**src/design/pgdt_map.vh**
```
// Register offsets, field positions, codes and reset values of the timer pair
`ifndef PGDT_MAP_VH
`define PGDT_MAP_VH

// Byte offsets, one aligned 32-bit word per register
`define PGDT_OFF_SHORT_CTRL   6'h00
`define PGDT_OFF_SHARED_CTRL  6'h04
`define PGDT_OFF_LONG_CTRL    6'h08
`define PGDT_OFF_SHORT_RLD_HI 6'h0C
`define PGDT_OFF_SHORT_RLD_LO 6'h10
`define PGDT_OFF_LONG_RLD_UP  6'h14
`define PGDT_OFF_LONG_RLD_LO  6'h18
`define PGDT_OFF_SHORT_CAP_R  6'h1C
`define PGDT_OFF_SHORT_CAP_F  6'h20
`define PGDT_OFF_LONG_CAP_UP  6'h24
`define PGDT_OFF_LONG_CAP_LO  6'h28

// Per-timer control field positions (short and long control alike)
`define PGDT_B_ENABLE   7
`define PGDT_B_SINGLE   6
`define PGDT_B_TIMEOUT  5
`define PGDT_B_CLK_HI   4
`define PGDT_B_CLK_LO   3
`define PGDT_B_CAP_MASK 2
`define PGDT_B_TO_MASK  1
`define PGDT_B_PIN_EN   0

// Shared control field positions
`define PGDT_B_MODE     7
`define PGDT_B_PIN_SEL  6
`define PGDT_B_EDGE_HI  5
`define PGDT_B_EDGE_LO  4
`define PGDT_B_SUB_HI   3
`define PGDT_B_SUB_LO   2
`define PGDT_B_INIT8    1
`define PGDT_B_INIT16   0

// Transmit submode codes
`define PGDT_SUB_NORMAL 2'h0
`define PGDT_SUB_PPONG  2'h1
`define PGDT_SUB_FORCE0 2'h2
`define PGDT_SUB_FORCE1 2'h3

// Edge select codes
`define PGDT_EDGE_RISE  2'h0
`define PGDT_EDGE_FALL  2'h1

// Output combine codes
`define PGDT_LOG_AND    2'h0
`define PGDT_LOG_OR     2'h1
`define PGDT_LOG_NOR    2'h2

// Glitch filter: count of extra stable cycles before the level is taken
`define PGDT_FLT_4      4'h3
`define PGDT_FLT_8      4'h7
`define PGDT_FLT_16     4'hF

// Counter constants and reset values
`define PGDT_ONES8      8'hFF
`define PGDT_ONES16     16'hFFFF
`define PGDT_ONE8       8'h01
`define PGDT_ONE16      16'h0001
`define PGDT_RST8       8'h00
`define PGDT_RST16      16'h0000

`endif

```
**src/design/pgdt_timers.v**
```verilog
// Short and long down-counter pair with waveform and demodulation modes
//
// The register offsets and the Avalon-MM interface to the registers were left to the implementer.
`timescale 1ns/1ps
`include "pgdt_map.vh"

module pgdt_timers (
  input  wire        clk_i,             // System clock, 125 MHz
  input  wire        resetn_i,          // Asynchronous reset, active low
  input  wire [5:0]  avs_address_i,     // Avalon byte address
  input  wire        avs_read_i,        // Avalon read request
  input  wire        avs_write_i,       // Avalon write request
  input  wire [31:0] avs_writedata_i,   // Avalon write data
  input  wire [3:0]  avs_byteenable_i,  // Avalon byte enables
  output wire [31:0] avs_readdata_o,    // Avalon read data
  output wire        avs_waitrequest_o, // Avalon wait request
  input  wire        input_pin_a_i,     // Demodulator input pin a
  input  wire        input_pin_b_i,     // Demodulator input pin b
  output wire        short_wave_out_o,  // Short timer waveform
  output wire        long_wave_out_o,   // Long timer waveform
  output wire        combined_out_o,    // Combined waveform pin
  output wire        long_pin_out_o,    // Long waveform on its pin
  output wire        short_irq_o,       // Short timer interrupt request
  output wire        long_irq_o         // Long timer interrupt request
);

  // Short timer control
  reg        en8;      // Short enable
  reg        single8;  // Short single pass
  reg        to8;      // Short time-out flag
  reg [1:0]  clk8;     // Short prescale select
  reg        capm8;    // Short capture interrupt mask
  reg        tom8;     // Short time-out interrupt mask
  reg        comb_en;  // Combined output onto its pin
  // Shared control
  reg        mode;     // Demodulation when set
  reg        pin_sel;  // Input pin b when set
  reg [1:0]  esel;     // Edge kind or output logic
  reg [1:0]  sub;      // Submode or filter width
  reg        init8;    // Short initial level
  reg        init16;   // Long initial level
  reg        rise_f;   // Rising edge captured flag
  reg        fall_f;   // Falling edge captured flag
  // Long timer control
  reg        en16;     // Long enable
  reg        single16; // Single pass or edge ignore
  reg        to16;     // Long time-out flag
  reg [1:0]  clk16;    // Long prescale select
  reg        capm16;   // Long capture interrupt mask
  reg        tom16;    // Long time-out interrupt mask
  reg        lpin_en;  // Long output onto its pin
  // Data registers and counters
  reg [7:0]  rld8_hi;  // short_reload_high
  reg [7:0]  rld8_lo;  // short_reload_low
  reg [7:0]  rld16_up; // long_reload_upper
  reg [7:0]  rld16_lo; // long_reload_lower
  reg [7:0]  cap8_r;   // short_capture_rise
  reg [7:0]  cap8_f;   // short_capture_fall
  reg [7:0]  cap16_up; // long_capture_upper
  reg [7:0]  cap16_lo; // long_capture_lower
  reg [7:0]  cnt8;     // Short counter
  reg [15:0] cnt16;    // Long counter
  reg        run8;     // Short counting (demod: first edge seen)
  reg        run16;    // Long counting (demod: first edge seen)
  reg        taken16;  // Long edge consumed while ignoring
  reg        out8;     // Short waveform level
  reg        out16;    // Long waveform level
  // Outputs, bus and input path
  reg        sw_q;     // Registered short output
  reg        lw_q;     // Registered long output
  reg        cw_q;     // Registered combined output
  reg        lp_q;     // Registered long pin output
  reg        sirq_q;   // Short interrupt pulse
  reg        lirq_q;   // Long interrupt pulse
  reg        busy;     // Second cycle of a bus access
  reg [7:0]  rdata;    // Read data register
  reg        in_q;     // Registered raw input
  reg        flt;      // Filtered input level
  reg        flt_d;    // Filtered level, one cycle old
  reg [3:0]  fcnt;     // Filter stability count
  reg [2:0]  pre;      // Free-running prescaler
  reg [7:0]  rd_mux;   // Read selection
  reg [3:0]  flim;     // Filter limit for current width

  // Tick for a prescale code: every 1, 2, 4 or 8 clocks
  function tick_of;
    input [1:0] sel;
    input [2:0] p;
    begin
      case (sel)
        2'h0:    tick_of = 1'b1;
        2'h1:    tick_of = p[0];
        2'h2:    tick_of = &p[1:0];
        default: tick_of = &p;
      endcase
    end
  endfunction

  // Bus decode: every access takes two cycles, write lands in the second
  wire       acc   = avs_read_i | avs_write_i;
  wire       wr    = avs_write_i & busy & avs_byteenable_i[0];
  wire [7:0] wd    = avs_writedata_i[7:0];
  wire [5:0] waddr = {avs_address_i[5:2], 2'b00};
  wire       wr0   = wr & (waddr == `PGDT_OFF_SHORT_CTRL);
  wire       wr1   = wr & (waddr == `PGDT_OFF_SHARED_CTRL);
  wire       wr2   = wr & (waddr == `PGDT_OFF_LONG_CTRL);
  assign avs_waitrequest_o = acc & ~busy;
  assign avs_readdata_o    = {24'h00_0000, rdata};

  // Mode decodes
  wire dm    = mode;
  wire pp    = ~dm & (sub == `PGDT_SUB_PPONG);
  wire tick8  = tick_of(clk8, pre);
  wire tick16 = tick_of(clk16, pre);

  // Qualified edges from the filtered input
  wire pos  = flt & ~flt_d;
  wire neg  = ~flt & flt_d;
  wire qpos = dm & pos & (esel != `PGDT_EDGE_FALL);
  wire qneg = dm & neg & (esel != `PGDT_EDGE_RISE);
  wire edge_q = qpos | qneg;

  // Short timer events
  wire at_one8 = (cnt8 == `PGDT_ONE8);
  wire tc8   = ~dm & en8 & run8 & tick8 & at_one8;
  wire full8 = single8 | pp | (out8 != init8);
  wire cap8  = dm & en8 & run8 & edge_q;
  wire dto8  = dm & en8 & run8 & ~edge_q & tick8 & at_one8;
  wire set_to8 = (tc8 & full8) | dto8;

  // Long timer events
  wire at_one16 = (cnt16 == `PGDT_ONE16);
  wire tc16  = ~dm & en16 & run16 & tick16 & at_one16;
  wire acc16 = dm & en16 & edge_q &
               (~run16 | ~single16 | ~taken16);
  wire cap16 = acc16 & run16;
  wire dto16 = dm & en16 & run16 & ~acc16 & tick16 & at_one16;
  wire sto16 = dto8 & single16 & run16 & taken16 & ~acc16;
  wire set_to16 = tc16 | dto16;

  // Starts: software 0 to 1 on enable, or the partner in ping-pong
  wire start8  = (wr0 & wd[`PGDT_B_ENABLE] & ~en8) | (pp & tc16);
  wire start16 = (wr2 & wd[`PGDT_B_ENABLE] & ~en16) | (pp & tc8);
  wire rearm16 = wr2 & wd[`PGDT_B_SINGLE] & ~single16;

  // Combined waveform logic
  reg comb;
  always @* begin
    case (esel)
      `PGDT_LOG_AND: comb = out8 & lw_q;
      `PGDT_LOG_OR:  comb = out8 | lw_q;
      `PGDT_LOG_NOR: comb = ~(out8 | lw_q);
      default:       comb = ~(out8 & lw_q);
    endcase
  end

  // Filter width by code; no filter passes the level at once
  always @* begin
    case (sub)
      2'h1:    flim = `PGDT_FLT_4;
      2'h2:    flim = `PGDT_FLT_8;
      default: flim = `PGDT_FLT_16;
    endcase
  end

  // Read mux; unmapped offsets read zero
  always @* begin
    case (waddr)
      `PGDT_OFF_SHORT_CTRL:
        rd_mux = {en8, single8, to8, clk8, capm8, tom8, comb_en};
      `PGDT_OFF_SHARED_CTRL:
        rd_mux = {mode, pin_sel, esel, sub,
                  dm ? rise_f : init8, dm ? fall_f : init16};
      `PGDT_OFF_LONG_CTRL:
        rd_mux = {en16, single16, to16, clk16, capm16, tom16, lpin_en};
      `PGDT_OFF_SHORT_RLD_HI: rd_mux = rld8_hi;
      `PGDT_OFF_SHORT_RLD_LO: rd_mux = rld8_lo;
      `PGDT_OFF_LONG_RLD_UP:  rd_mux = rld16_up;
      `PGDT_OFF_LONG_RLD_LO:  rd_mux = rld16_lo;
      `PGDT_OFF_SHORT_CAP_R:  rd_mux = cap8_r;
      `PGDT_OFF_SHORT_CAP_F:  rd_mux = cap8_f;
      `PGDT_OFF_LONG_CAP_UP:  rd_mux = cap16_up;
      `PGDT_OFF_LONG_CAP_LO:  rd_mux = cap16_lo;
      default:                rd_mux = `PGDT_RST8;
    endcase
  end

  // Input path: pin select, glitch filter, edge history
  always @(posedge clk_i or negedge resetn_i) begin
    if (!resetn_i) begin
      in_q  <= 1'b0;
      flt   <= 1'b0;
      flt_d <= 1'b0;
      fcnt  <= 4'h0;
      pre   <= 3'h0;
    end else begin
      pre   <= pre + 3'h1;
      in_q  <= pin_sel ? input_pin_b_i : input_pin_a_i;
      flt_d <= flt;
      if (in_q == flt) begin
        fcnt <= 4'h0;                                  // Glitch ended early
      end else if (sub == 2'h0 || fcnt == flim) begin
        flt  <= in_q;
        fcnt <= 4'h0;
      end else begin
        fcnt <= fcnt + 4'h1;
      end
    end
  end

  // Bus handshake, read data and output registers
  always @(posedge clk_i or negedge resetn_i) begin
    if (!resetn_i) begin
      busy   <= 1'b0;
      rdata  <= `PGDT_RST8;
      sw_q   <= 1'b0;
      lw_q   <= 1'b0;
      cw_q   <= 1'b0;
      lp_q   <= 1'b0;
      sirq_q <= 1'b0;
      lirq_q <= 1'b0;
    end else begin
      busy <= acc & ~busy;
      if (avs_read_i & ~busy) begin
        rdata <= rd_mux;                               // Stands in 2nd cycle
      end
      sw_q <= out8;
      // Force codes override the long waveform whether enabled or not
      if (~dm & sub[1]) begin
        lw_q <= sub[0];
      end else begin
        lw_q <= out16;
      end
      cw_q   <= comb_en & ~dm & comb;
      lp_q   <= lpin_en & lw_q;
      sirq_q <= (set_to8 & tom8) | (cap8 & capm8);
      lirq_q <= (set_to16 & tom16) | ((cap16 | sto16) & capm16);
    end
  end

  // Control, reload, capture and counter state. Software writes come
  // first so that a hardware set in the same cycle wins over a clear.
  always @(posedge clk_i or negedge resetn_i) begin
    if (!resetn_i) begin
      en8 <= 1'b0;  single8 <= 1'b0;  to8 <= 1'b0;  clk8 <= 2'h0;
      capm8 <= 1'b0;  tom8 <= 1'b0;  comb_en <= 1'b0;
      mode <= 1'b0;  pin_sel <= 1'b0;  esel <= 2'h0;  sub <= 2'h0;
      init8 <= 1'b0;  init16 <= 1'b0;  rise_f <= 1'b0;  fall_f <= 1'b0;
      en16 <= 1'b0;  single16 <= 1'b0;  to16 <= 1'b0;  clk16 <= 2'h0;
      capm16 <= 1'b0;  tom16 <= 1'b0;  lpin_en <= 1'b0;
      rld8_hi <= `PGDT_RST8;  rld8_lo <= `PGDT_RST8;
      rld16_up <= `PGDT_RST8;  rld16_lo <= `PGDT_RST8;
      cap8_r <= `PGDT_RST8;  cap8_f <= `PGDT_RST8;
      cap16_up <= `PGDT_RST8;  cap16_lo <= `PGDT_RST8;
      cnt8 <= `PGDT_RST8;  cnt16 <= `PGDT_RST16;
      run8 <= 1'b0;  run16 <= 1'b0;  taken16 <= 1'b0;
      out8 <= 1'b0;  out16 <= 1'b0;
    end else begin
      // Software: control fields; enable 0 stops at once
      if (wr0) begin
        en8     <= wd[`PGDT_B_ENABLE];
        single8 <= wd[`PGDT_B_SINGLE];
        clk8    <= wd[`PGDT_B_CLK_HI:`PGDT_B_CLK_LO];
        capm8   <= wd[`PGDT_B_CAP_MASK];
        tom8    <= wd[`PGDT_B_TO_MASK];
        comb_en <= wd[`PGDT_B_PIN_EN];
        if (wd[`PGDT_B_TIMEOUT]) to8 <= 1'b0;
        if (~wd[`PGDT_B_ENABLE]) run8 <= 1'b0;
      end
      if (wr1) begin
        mode    <= wd[`PGDT_B_MODE];
        pin_sel <= wd[`PGDT_B_PIN_SEL];
        esel    <= wd[`PGDT_B_EDGE_HI:`PGDT_B_EDGE_LO];
        sub     <= wd[`PGDT_B_SUB_HI:`PGDT_B_SUB_LO];
        if (dm) begin
          if (wd[`PGDT_B_INIT8])  rise_f <= 1'b0;
          if (wd[`PGDT_B_INIT16]) fall_f <= 1'b0;
        end else begin
          init8  <= wd[`PGDT_B_INIT8];
          init16 <= wd[`PGDT_B_INIT16];
        end
      end
      if (wr2) begin
        en16     <= wd[`PGDT_B_ENABLE];
        single16 <= wd[`PGDT_B_SINGLE];
        clk16    <= wd[`PGDT_B_CLK_HI:`PGDT_B_CLK_LO];
        capm16   <= wd[`PGDT_B_CAP_MASK];
        tom16    <= wd[`PGDT_B_TO_MASK];
        lpin_en  <= wd[`PGDT_B_PIN_EN];
        if (wd[`PGDT_B_TIMEOUT]) to16 <= 1'b0;
        if (~wd[`PGDT_B_ENABLE]) run16 <= 1'b0;
        if (rearm16) taken16 <= 1'b0;
      end
      // Reload values are only latched here; counters read them at loads
      if (wr & waddr == `PGDT_OFF_SHORT_RLD_HI) rld8_hi  <= wd;
      if (wr & waddr == `PGDT_OFF_SHORT_RLD_LO) rld8_lo  <= wd;
      if (wr & waddr == `PGDT_OFF_LONG_RLD_UP)  rld16_up <= wd;
      if (wr & waddr == `PGDT_OFF_LONG_RLD_LO)  rld16_lo <= wd;

      // Idle transmit outputs rest at the inverse of the initial level
      if (~dm & ~en8)  out8  <= ~init8;
      if (~dm & ~en16) out16 <= ~init16;

      // Short timer
      if (start8) begin
        en8 <= 1'b1;
        run8 <= ~dm;
        if (~dm) begin
          out8 <= init8;
          cnt8 <= init8 ? rld8_hi : rld8_lo;
        end
      end else if (tc8) begin
        out8 <= ~out8;
        if (single8 | pp) begin
          en8  <= 1'b0;
          run8 <= 1'b0;
          cnt8 <= cnt8 - `PGDT_ONE8;
        end else begin
          cnt8 <= out8 ? rld8_lo : rld8_hi;
        end
      end else if (dm & en8 & edge_q) begin
        if (run8) begin
          if (qpos) cap8_r <= ~cnt8;
          else      cap8_f <= ~cnt8;
          cnt8 <= `PGDT_ONES8;
        end else begin
          run8 <= 1'b1;
          cnt8 <= rld8_lo;
        end
      end else if (en8 & run8 & tick8) begin
        cnt8 <= cnt8 - `PGDT_ONE8;
      end
      if (set_to8) to8 <= 1'b1;

      // Long timer
      if (start16) begin
        en16 <= 1'b1;
        run16 <= ~dm;
        taken16 <= 1'b0;
        if (~dm) begin
          out16 <= init16;
          cnt16 <= {rld16_up, rld16_lo};
        end
      end else if (tc16) begin
        out16 <= ~out16;
        if (single16 | pp) begin
          en16  <= 1'b0;
          run16 <= 1'b0;
          cnt16 <= cnt16 - `PGDT_ONE16;
        end else begin
          cnt16 <= {rld16_up, rld16_lo};
        end
      end else if (acc16) begin
        {cap16_up, cap16_lo} <= ~cnt16;
        taken16 <= 1'b1;
        run16 <= 1'b1;
        if (run16) begin
          cnt16 <= `PGDT_ONES16;
        end else begin
          cnt16 <= {rld16_up, rld16_lo};
        end
      end else if (en16 & run16 & tick16) begin
        cnt16 <= cnt16 - `PGDT_ONE16;
      end
      if (sto16) {cap16_up, cap16_lo} <= ~cnt16;
      if (set_to16) to16 <= 1'b1;

      // Edge flags from either capture
      if ((cap8 | cap16) & qpos) rise_f <= 1'b1;
      if ((cap8 | cap16) & qneg) fall_f <= 1'b1;
    end
  end

  assign short_wave_out_o = sw_q;
  assign long_wave_out_o  = lw_q;
  assign combined_out_o   = cw_q;
  assign long_pin_out_o   = lp_q;
  assign short_irq_o      = sirq_q;
  assign long_irq_o       = lirq_q;

endmodule

```
**config.mk**
```make
export PLATFORM = sky130hd
export DESIGN_NAME = pgdt_timers
export DESIGN_NICKNAME = d
export VERILOG_FILES = /design/src/design/pgdt_timers.v
export VERILOG_INCLUDE_DIRS = /design/src /design/src/design
export SDC_FILE = /design/constraint.sdc
export NUM_CORES = 1
export LEC_CHECK = 0
export ABC_AREA = 1
export BUFFER_PORTS_ARGS = -buffer_cell sky130_fd_sc_hd__buf_4
export CORE_MARGIN = 5
export CORE_UTILIZATION = 55
export DETAILED_ROUTE_END_ITERATION = 7
export GPL_TIMING_DRIVEN = 0
export PLACE_DENSITY_LB_ADDON = 0.12
export SLEW_MARGIN = 5
export SYNTH_ARGS = -nofsm -noshare
export SYNTH_HDL_FRONTEND = slang
export SYNTH_SLANG_ARGS = --single-unit
```
**constraint.sdc**
```tcl
create_clock -name clk_i -period 2.5 [get_ports clk_i]
set_input_delay 0.375 -clock clk_i [delete_from_list [all_inputs] [get_ports clk_i]]
set_output_delay 0.375 -clock clk_i [all_outputs]
set_load 0.01 [all_outputs]
```
==> results of run 1 <==
==> power by group <==
group,total (mW),leakage [nW],switching [mW],internal [mW]
clock network,2.65,0.291,1.05,1.60
logic,4.03,2.70,2.61,1.42
registers,3.71,1.77,0.646,3.07
==> cells in the mapped netlist, drive strengths merged, types with 2 or more instances <==
master  count  area, um^2
nand2     358        1390
dfrtp     144        3600
inv       138         518
o21ai     134         686
nor2      119         529
nand3      78         445
buf        38         273
o22ai      29         181
a21oi      16        80.1
nand4      15        93.8
clkbuf     14        52.6
o211ai     12        90.1
xor2       11        96.3
ha          9         113
nor3        8        45.0
a31oi       6        37.5
xnor2       6        52.6
clkinv      3        11.3
a211oi      2        15.0
a21boi      2        15.0
==> registers in the layout (all words and copies together) (netlist names), 2 cells and up <==
signal / cells
cap16_lo: 8
cap16_up: 8
cap8_f: 8
cap8_r: 8
clk16: 2
clk8: 2
cnt16: 16
cnt8: 8
esel: 2
fcnt: 4
pre: 3
rdata: 8
rld16_lo: 8
rld16_up: 8
rld8_hi: 8
rld8_lo: 8
sub: 2
==> layout make-up <==
class | instances | area [um^2] | area share
Timing Repair Buffer | 35 | 289 | 0.0301
Sequential cell | 144 | 3600 | 0.375
Multi-Input combinational cell | 836 | 4020 | 0.419
Tap cell | 188 | 235 | 0.0245
Clock buffer | 20 | 447 | 0.0465
Buffer | 52 | 325 | 0.0338
Clock inverter | 12 | 159 | 0.0165
Inverter | 141 | 529 | 0.0551
==> worst max-delay path, delay by kind of cell, from the launching register on <==
kind / cells / cell delay (ns)
and+or+nand+nor: 9 / 1.07
DFF: 1 / 0.41
buffers and inverters: 3 / 0.37
adders and majority gates: 2 / 0.50
==> kinds of logic (layout without fill, tap and decap cells) <==
logic type	count (synthesis)	count (layout)	synth area share
and+or+nand+nor	580	580	0.300
AOI/OAI and AO/OA	205	205	0.136
buffers and inverters	193	260	0.102
DFF	144	144	0.429
xor gates and xnor gates	17	17	0.0177
adders and majority gates	9	9	0.0134
other	1	24	0.000447
muxes	1	1	0.00134
==> through the flow <==
stage / worst slack [ns] / cells / area (um^2) / hold slack (ns)
final: 0.0895 / 1428 / 9610 / 0.125
after global routing: -0.000165 / 1428 / 9610 / 0.143
after CTS: 0.141 / 1428 / 9610 / 0.131
after detailed placement: 0.136 / 1395 / 8990 / 0.389
after global placement: 0.190 / 1394 / 8960 / 0.388
after floorplan: 0.643 / 1173 / 8480 / 0.0794
==> path summary, 6_finish.rpt <==
check	endpoint	from	cells past startpoint
worst max-delay path	cnt16[12]	pre[0]	14
worst min-delay path	in_q	input_pin_a_i	3
worst max register to register	cnt16[12]	pre[0]	14
worst min register to register	short_wave_out_o	out8	0
max in group asynchronous	cap8_f[7]	resetn_i	3
min in group asynchronous	cnt16[14]	resetn_i	2
==> what timing repair did <==
action	4_1_cts	5_1_grt
resized for setup	0	1
setup endpoints to repair	0	7
hold endpoints to repair	60	0
hold buffers	1	0
==> cell usage in the layout (no fill, tap or decap), types with 10 or more instances in the layout <==
cell	count
dfrtp_1	144
xor2_1	11
nor2_1	101
buf_4	60
nand3_1	67
inv_1	131
nor2_2	10
nand2_1	349
o21ai_0	125
o22ai_1	29
o211ai_1	12
nand4_1	15
nand3_2	11
clkbuf_16	17
conb_1	24
a21oi_1	16
clkbuf_1	16
==> routing by layer <==
layer,GRT usage,vias to the layer above,share of wire
met3,0.0582,68,0.082
li1,-,3816,-
met5,0,-,0
met1,0.388,3722,0.42
met4,0.111,0,0.040
met2,0.451,361,0.46
==> results.ini, run 1 <==
[status]
status = complete, no violations

[route]
vias = 7967
first_pass_iters = 8
wire_per_inst_um = 17.4
drt_iter0_drc = 820
via_per_inst = 5.58
drc = 0
finalWirelength_mm = 24.8
ant_nets = 0

[sta]
slew_headroom = 0.596
finalSetupViolCount = 0
drv_slew = 0
fin_setup_tns_ns = 0
fin_worst_skew_ns = 0.0121
finalCriticalPeriod_ns = 2.41
fin_crit_sh = 0.964
worst_slew_pin_slew_ns = 0.606
finalHoldViolations = 0
fmax_mhz = 415

[placement]
dp_hpwl_mm = 18.0
globalplace.congestion = 0.965
io_buffers = 33

[setup_path]
start_kind = flop
required_ns = 2.87
reg2reg_slack_ns = 0.09
crit_fanout = 10
slowest_stage = dfrtp_1
crit_path_max_incr_delay_ns = 0.41
setup.worst_path.class = flop to flop
arrival_ns = 2.78
cp_cell_sequence = ha_1 > ha_1 > nand2_1 > inv_1 > nor2_1 > nor2_1 > nand3_1 > nand2_2 > nand2_2 > nand2_4 > inv_2 > buf_6 > nand3_2 > nand2_1
cp-end-kind = flop

[pwr]
finalPower_mw = 10.4
power.density_nw_per_um2 = 1080
p_leak_nw = 4.76
vdd_drop_max_uv = 660

[grt]
grt_pass1_wl_mm = 39.9
grt_start_max_net_pins = 85
antenna_found_initial = 0
grt_pass1_vias = 7564
grt-ovfl-total = 0
grt_usage = 0.285

[final_layout]
fillers = 1384
syn_to_final_growth_pct = 14.5
finalNetCount = 1284
final_core_util = 0.637
diodes = 0
drive_gt1_frac = 0.122

[synthesis]
ys_seq_area_frac = 0.429
yosysWarnings = 0
syn_inst = 1150
syn_area_um2 = 8390
ys.flop_type = dfrtp_1
yosysUniqueCellTypes = 41
synth-edff-count = 0
ys_ff_latch = 144
synthArstFlopShare = 1.00
syn_area_per_cell_um2 = 7.30

[floorplanning]
num_rows = 45
chipHeight_um = 134
io_pins = 87
initial_utilization = 0.556
fp.dieW_um = 134
dieArea_um2 = 17800
design.core.area_um2 = 15100

[cts]
max-clock-path-buffers = 2
cts_max_level = 4
clkTransAtPathRegs_ns = 0.06
cts_buffers = 17
cts_setup_buffers = 0
clock-root-buffer = clkbuf_16
cts_tree = built
cts_num_sinks = 144
clk-insertion-delay-late_ns = 0.44

[run]
maxCapViolCount = 0

[worst_hold_path]
hold_class = primary input to flop

Note: power is estimated with default switching activity, not from simulation.
==> inputs of run 2 (changes only) <==
--- a/config.mk
+++ b/config.mk
@@ -6,7 +6,6 @@
 export SDC_FILE = /design/constraint.sdc
 export NUM_CORES = 1
 export LEC_CHECK = 0
-export ABC_AREA = 1
 export BUFFER_PORTS_ARGS = -buffer_cell sky130_fd_sc_hd__buf_4
 export CORE_MARGIN = 5
 export CORE_UTILIZATION = 55
==> run 2 against run 1 <==
The run now ends with setup timing left. Clock power fell by 7.9%. Sequential cell count unchanged. Die area shrank 4.3%. Final cell count fell by 23%. Critical path type unchanged. Largest cell class unchanged. Largest power group is now registers.
==> results.ini, run 2 <==
[sta]
finalHoldViolations = 0  ; unchanged
finalSetupViolCount = 22  ; +22
fin_crit_sh = 1.05  ; +0.0820
rsz0062_at_grt = yes
fin_worst_skew_ns = 0.00984  ; -0.00222 ns
finalCriticalPeriod_ns = 2.62  ; +0.205 ns
slew_headroom = 0.463  ; -0.133
fmax_mhz = 382  ; -7.8%
worst_slew_pin_slew_ns = 0.798  ; +0.192 ns
worst_slack_ns = -0.115  ; -0.205 ns
fin_setup_tns_ns = -1.53  ; -1.53 ns
drv_slew = 0  ; unchanged
whs_ns = 0.182  ; +0.0571 ns

[synthesis]
synthArstFlopShare = 1.00  ; unchanged
yosysUniqueCellTypes = 74  ; +80%
ys_ff_latch = 144  ; unchanged
syn_area_per_cell_um2 = 10.0  ; +37%
synth-edff-count = 0  ; unchanged
syn_area_um2 = 8000  ; -4.7%
ys.flop_type = dfrtp_1
synth_common_cells = 144 x dfrtp_1, 58 x mux2_2, 58 x nand2_1, 57 x nor2_1, 53 x o21ai_0
synth_top_area_cell = dfrtp_1
syn_inst = 800  ; -30%
synth_area_leaders = dfrtp_1 45%, mux2_2 8.2%, o21ai_0 3.3%
ys_seq_area_frac = 0.450  ; +0.0209
synth_top_cell_area_share = 0.450  ; +0.0209
yosysWarnings = 0  ; unchanged
synth_most_common_cell = dfrtp_1

[route]
drc = 0  ; unchanged
drt_iter0_drc = 943  ; +15%
first_pass_iters = 5  ; -3
ant_nets = 0  ; unchanged
finalWirelength_mm = 27.0  ; +8.8%
wire_per_inst_um = 24.4  ; +41%
via_per_inst = 6.67  ; +19%
vias = 7372  ; -7.5%

[cts]
clock-root-buffer = clkbuf_16
cts_max_level = 4  ; unchanged
max-clock-path-buffers = 2  ; unchanged
cts_num_sinks = 144  ; unchanged
clk-insertion-delay-late_ns = 0.43  ; about the same
cts_tree = built
clkTransAtPathRegs_ns = 0.06  ; about the same
cts_buffers = 17  ; unchanged

[pwr]
p_sw_frac = 0.369  ; -0.0456
power_frac_seq = 0.420  ; +0.063
vdd_drop_max_uv = 648  ; -1.8%
pwr-share-comb = 0.296  ; -0.092
power.density_nw_per_um2 = 874  ; -19%
power.internal_mw = 5.41  ; -11%
p_leak_nw = 4.39  ; -7.7%
pwr-share-clk = 0.284  ; +0.029
finalPower_mw = 8.57  ; -18%
switching_power_mw = 3.16  ; -27%

[placement]
placed_area_um2 = 8600  ; -4.4%
globalplace.congestion = 0.956  ; -0.95%
dp_hpwl_mm = 19.1  ; +6.0%
dpl.cell_count = 1040  ; -25%
io_buffers = 32  ; -3.0%

[final_layout]
top_register = cnt16
fillers = 1143  ; -17%
diodes = 0  ; unchanged
largest_register_ffs = 16  ; unchanged
stdcell_area_um2 = 9800  ; +2.0%
final_common_cell = dfrtp_1
drive_gt1_frac = 0.287  ; +0.166
fin_cells = 1106  ; -23%
finalNetCount = 966  ; -25%
syn_to_final_growth_pct = 22.5
final_cell_mix = 138 x dfrtp_1, 84 x buf_4, 58 x nand2_1

[setup_path]
required_ns = 2.81  ; -0.06 ns
start_kind = flop
cp-startpoint = cnt16[8]
arrival_ns = 2.92  ; +0.14 ns
regToRegStartpoint = cnt16[8]
crit_fanout = 10  ; unchanged
setup.worst_path.class = flop to flop
cp-end-kind = flop

[floorplanning]
num_rows = 44  ; -2.2%
chipHeight_um = 131  ; -2.2%
design.core.area_um2 = 14400  ; -4.4%
initial_utilization = 0.555  ; -0.00140
io_pins = 87  ; unchanged
fp.dieW_um = 131  ; -2.2%
dieArea_um2 = 17100  ; -4.3%

[grt]
grt_start_max_net_pins = 87  ; +2.4%
grt_usage = 0.320  ; +0.0349
grt-ovfl-total = 0  ; unchanged
grt_pass1_wl_mm = 40.8  ; +2.2%
grt_pass1_vias = 7145  ; -5.5%
antenna_found_initial = 0  ; unchanged

[status]
status = finished, violations left
violations = setup timing

[worst_hold_path]
hold_class = primary input to flop
hold_start = input_pin_b_i

[run]
maxCapViolCount = 0  ; unchanged

run 2: logic make-up after synthesis:
family / share of synthesized area
other: 0.000469
AND/OR/NAND/NOR: 0.165
XOR/XNOR: 0.0142
adder cells (fa/ha/maj): 0.0141
multiplexers: 0.114
AO/OA/AOI/OAI: 0.191
flip-flops: 0.450
buffers and inverters: 0.0518
run 2: stage by stage:
stage                     worst slack [ns]  utilization
after detailed placement            -0.802        0.596
after CTS                           -0.145        0.665
after floorplan                    0.00177            -
final                               -0.115        0.680
after global placement              -0.766        0.594
after global routing                -0.158        0.680
run 2: worst max-delay path, stage by stage (launching register included):
cell and delay, ns:
dfrtp_2 0.41, or4_4 0.56, or4_4 0.61, nand4b_4 0.24, a31o_1 0.27, buf_6 0.15, o221a_1 0.25
run 2: what timing repair did:
action | 4_1_cts | 5_1_grt
endpoints found under the hold margin | 58 | 0
cloned | 2 | 1
setup buffers | 24 | 14
pin swaps | 19 | 14
gates resized for setup | 53 | 39
hold buffers | 1 | 0
endpoints found under the setup margin | 57 | 54
run 2: cell type report:
class / count / area (um^2) / area share
Buffer: 59 / 353 / 0.0360
Clock buffer: 17 / 425 / 0.0434
Clock inverter: 15 / 139 / 0.0142
Timing Repair Buffer: 71 / 602 / 0.0614
Tap cell: 184 / 230 / 0.0235
Sequential cell: 144 / 3610 / 0.368
Inverter: 16 / 61.3 / 0.00625
Multi-Input combinational cell: 600 / 4380 / 0.447
run 2: final timing paths:
check / slack (ns) / end / cells after the start
max in group asynchronous: 1.20 / cnt8[1] / 3
min: 0.18 / in_q / 2
min reg2reg: 0.45 / busy / 1
max reg2reg: -0.12 / cnt16[6] / 6
max: -0.12 / cnt16[6] / 6
min in group asynchronous: 0.49 / rdata[7] / 2
run 2: metal layers:
metal	vias to the layer above	track usage	share of wire
met5	-	0	0
met4	0	0.123	0.037
met3	89	0.0711	0.11
met2	471	0.492	0.45
met1	3643	0.446	0.40
li1	3169	-	-
run 2: power by group through the flow:
stage / Sequential [mW] / Clock, mW / Combinational, mW
after floorplan: 3.28 / 0 / 1.57
after global placement: 3.58 / 0 / 2.07
after detailed placement: 3.60 / 0 / 2.13
after CTS: 3.55 / 2.44 / 2.36
after global routing: 3.65 / 2.55 / 2.75
final: 3.60 / 2.44 / 2.53
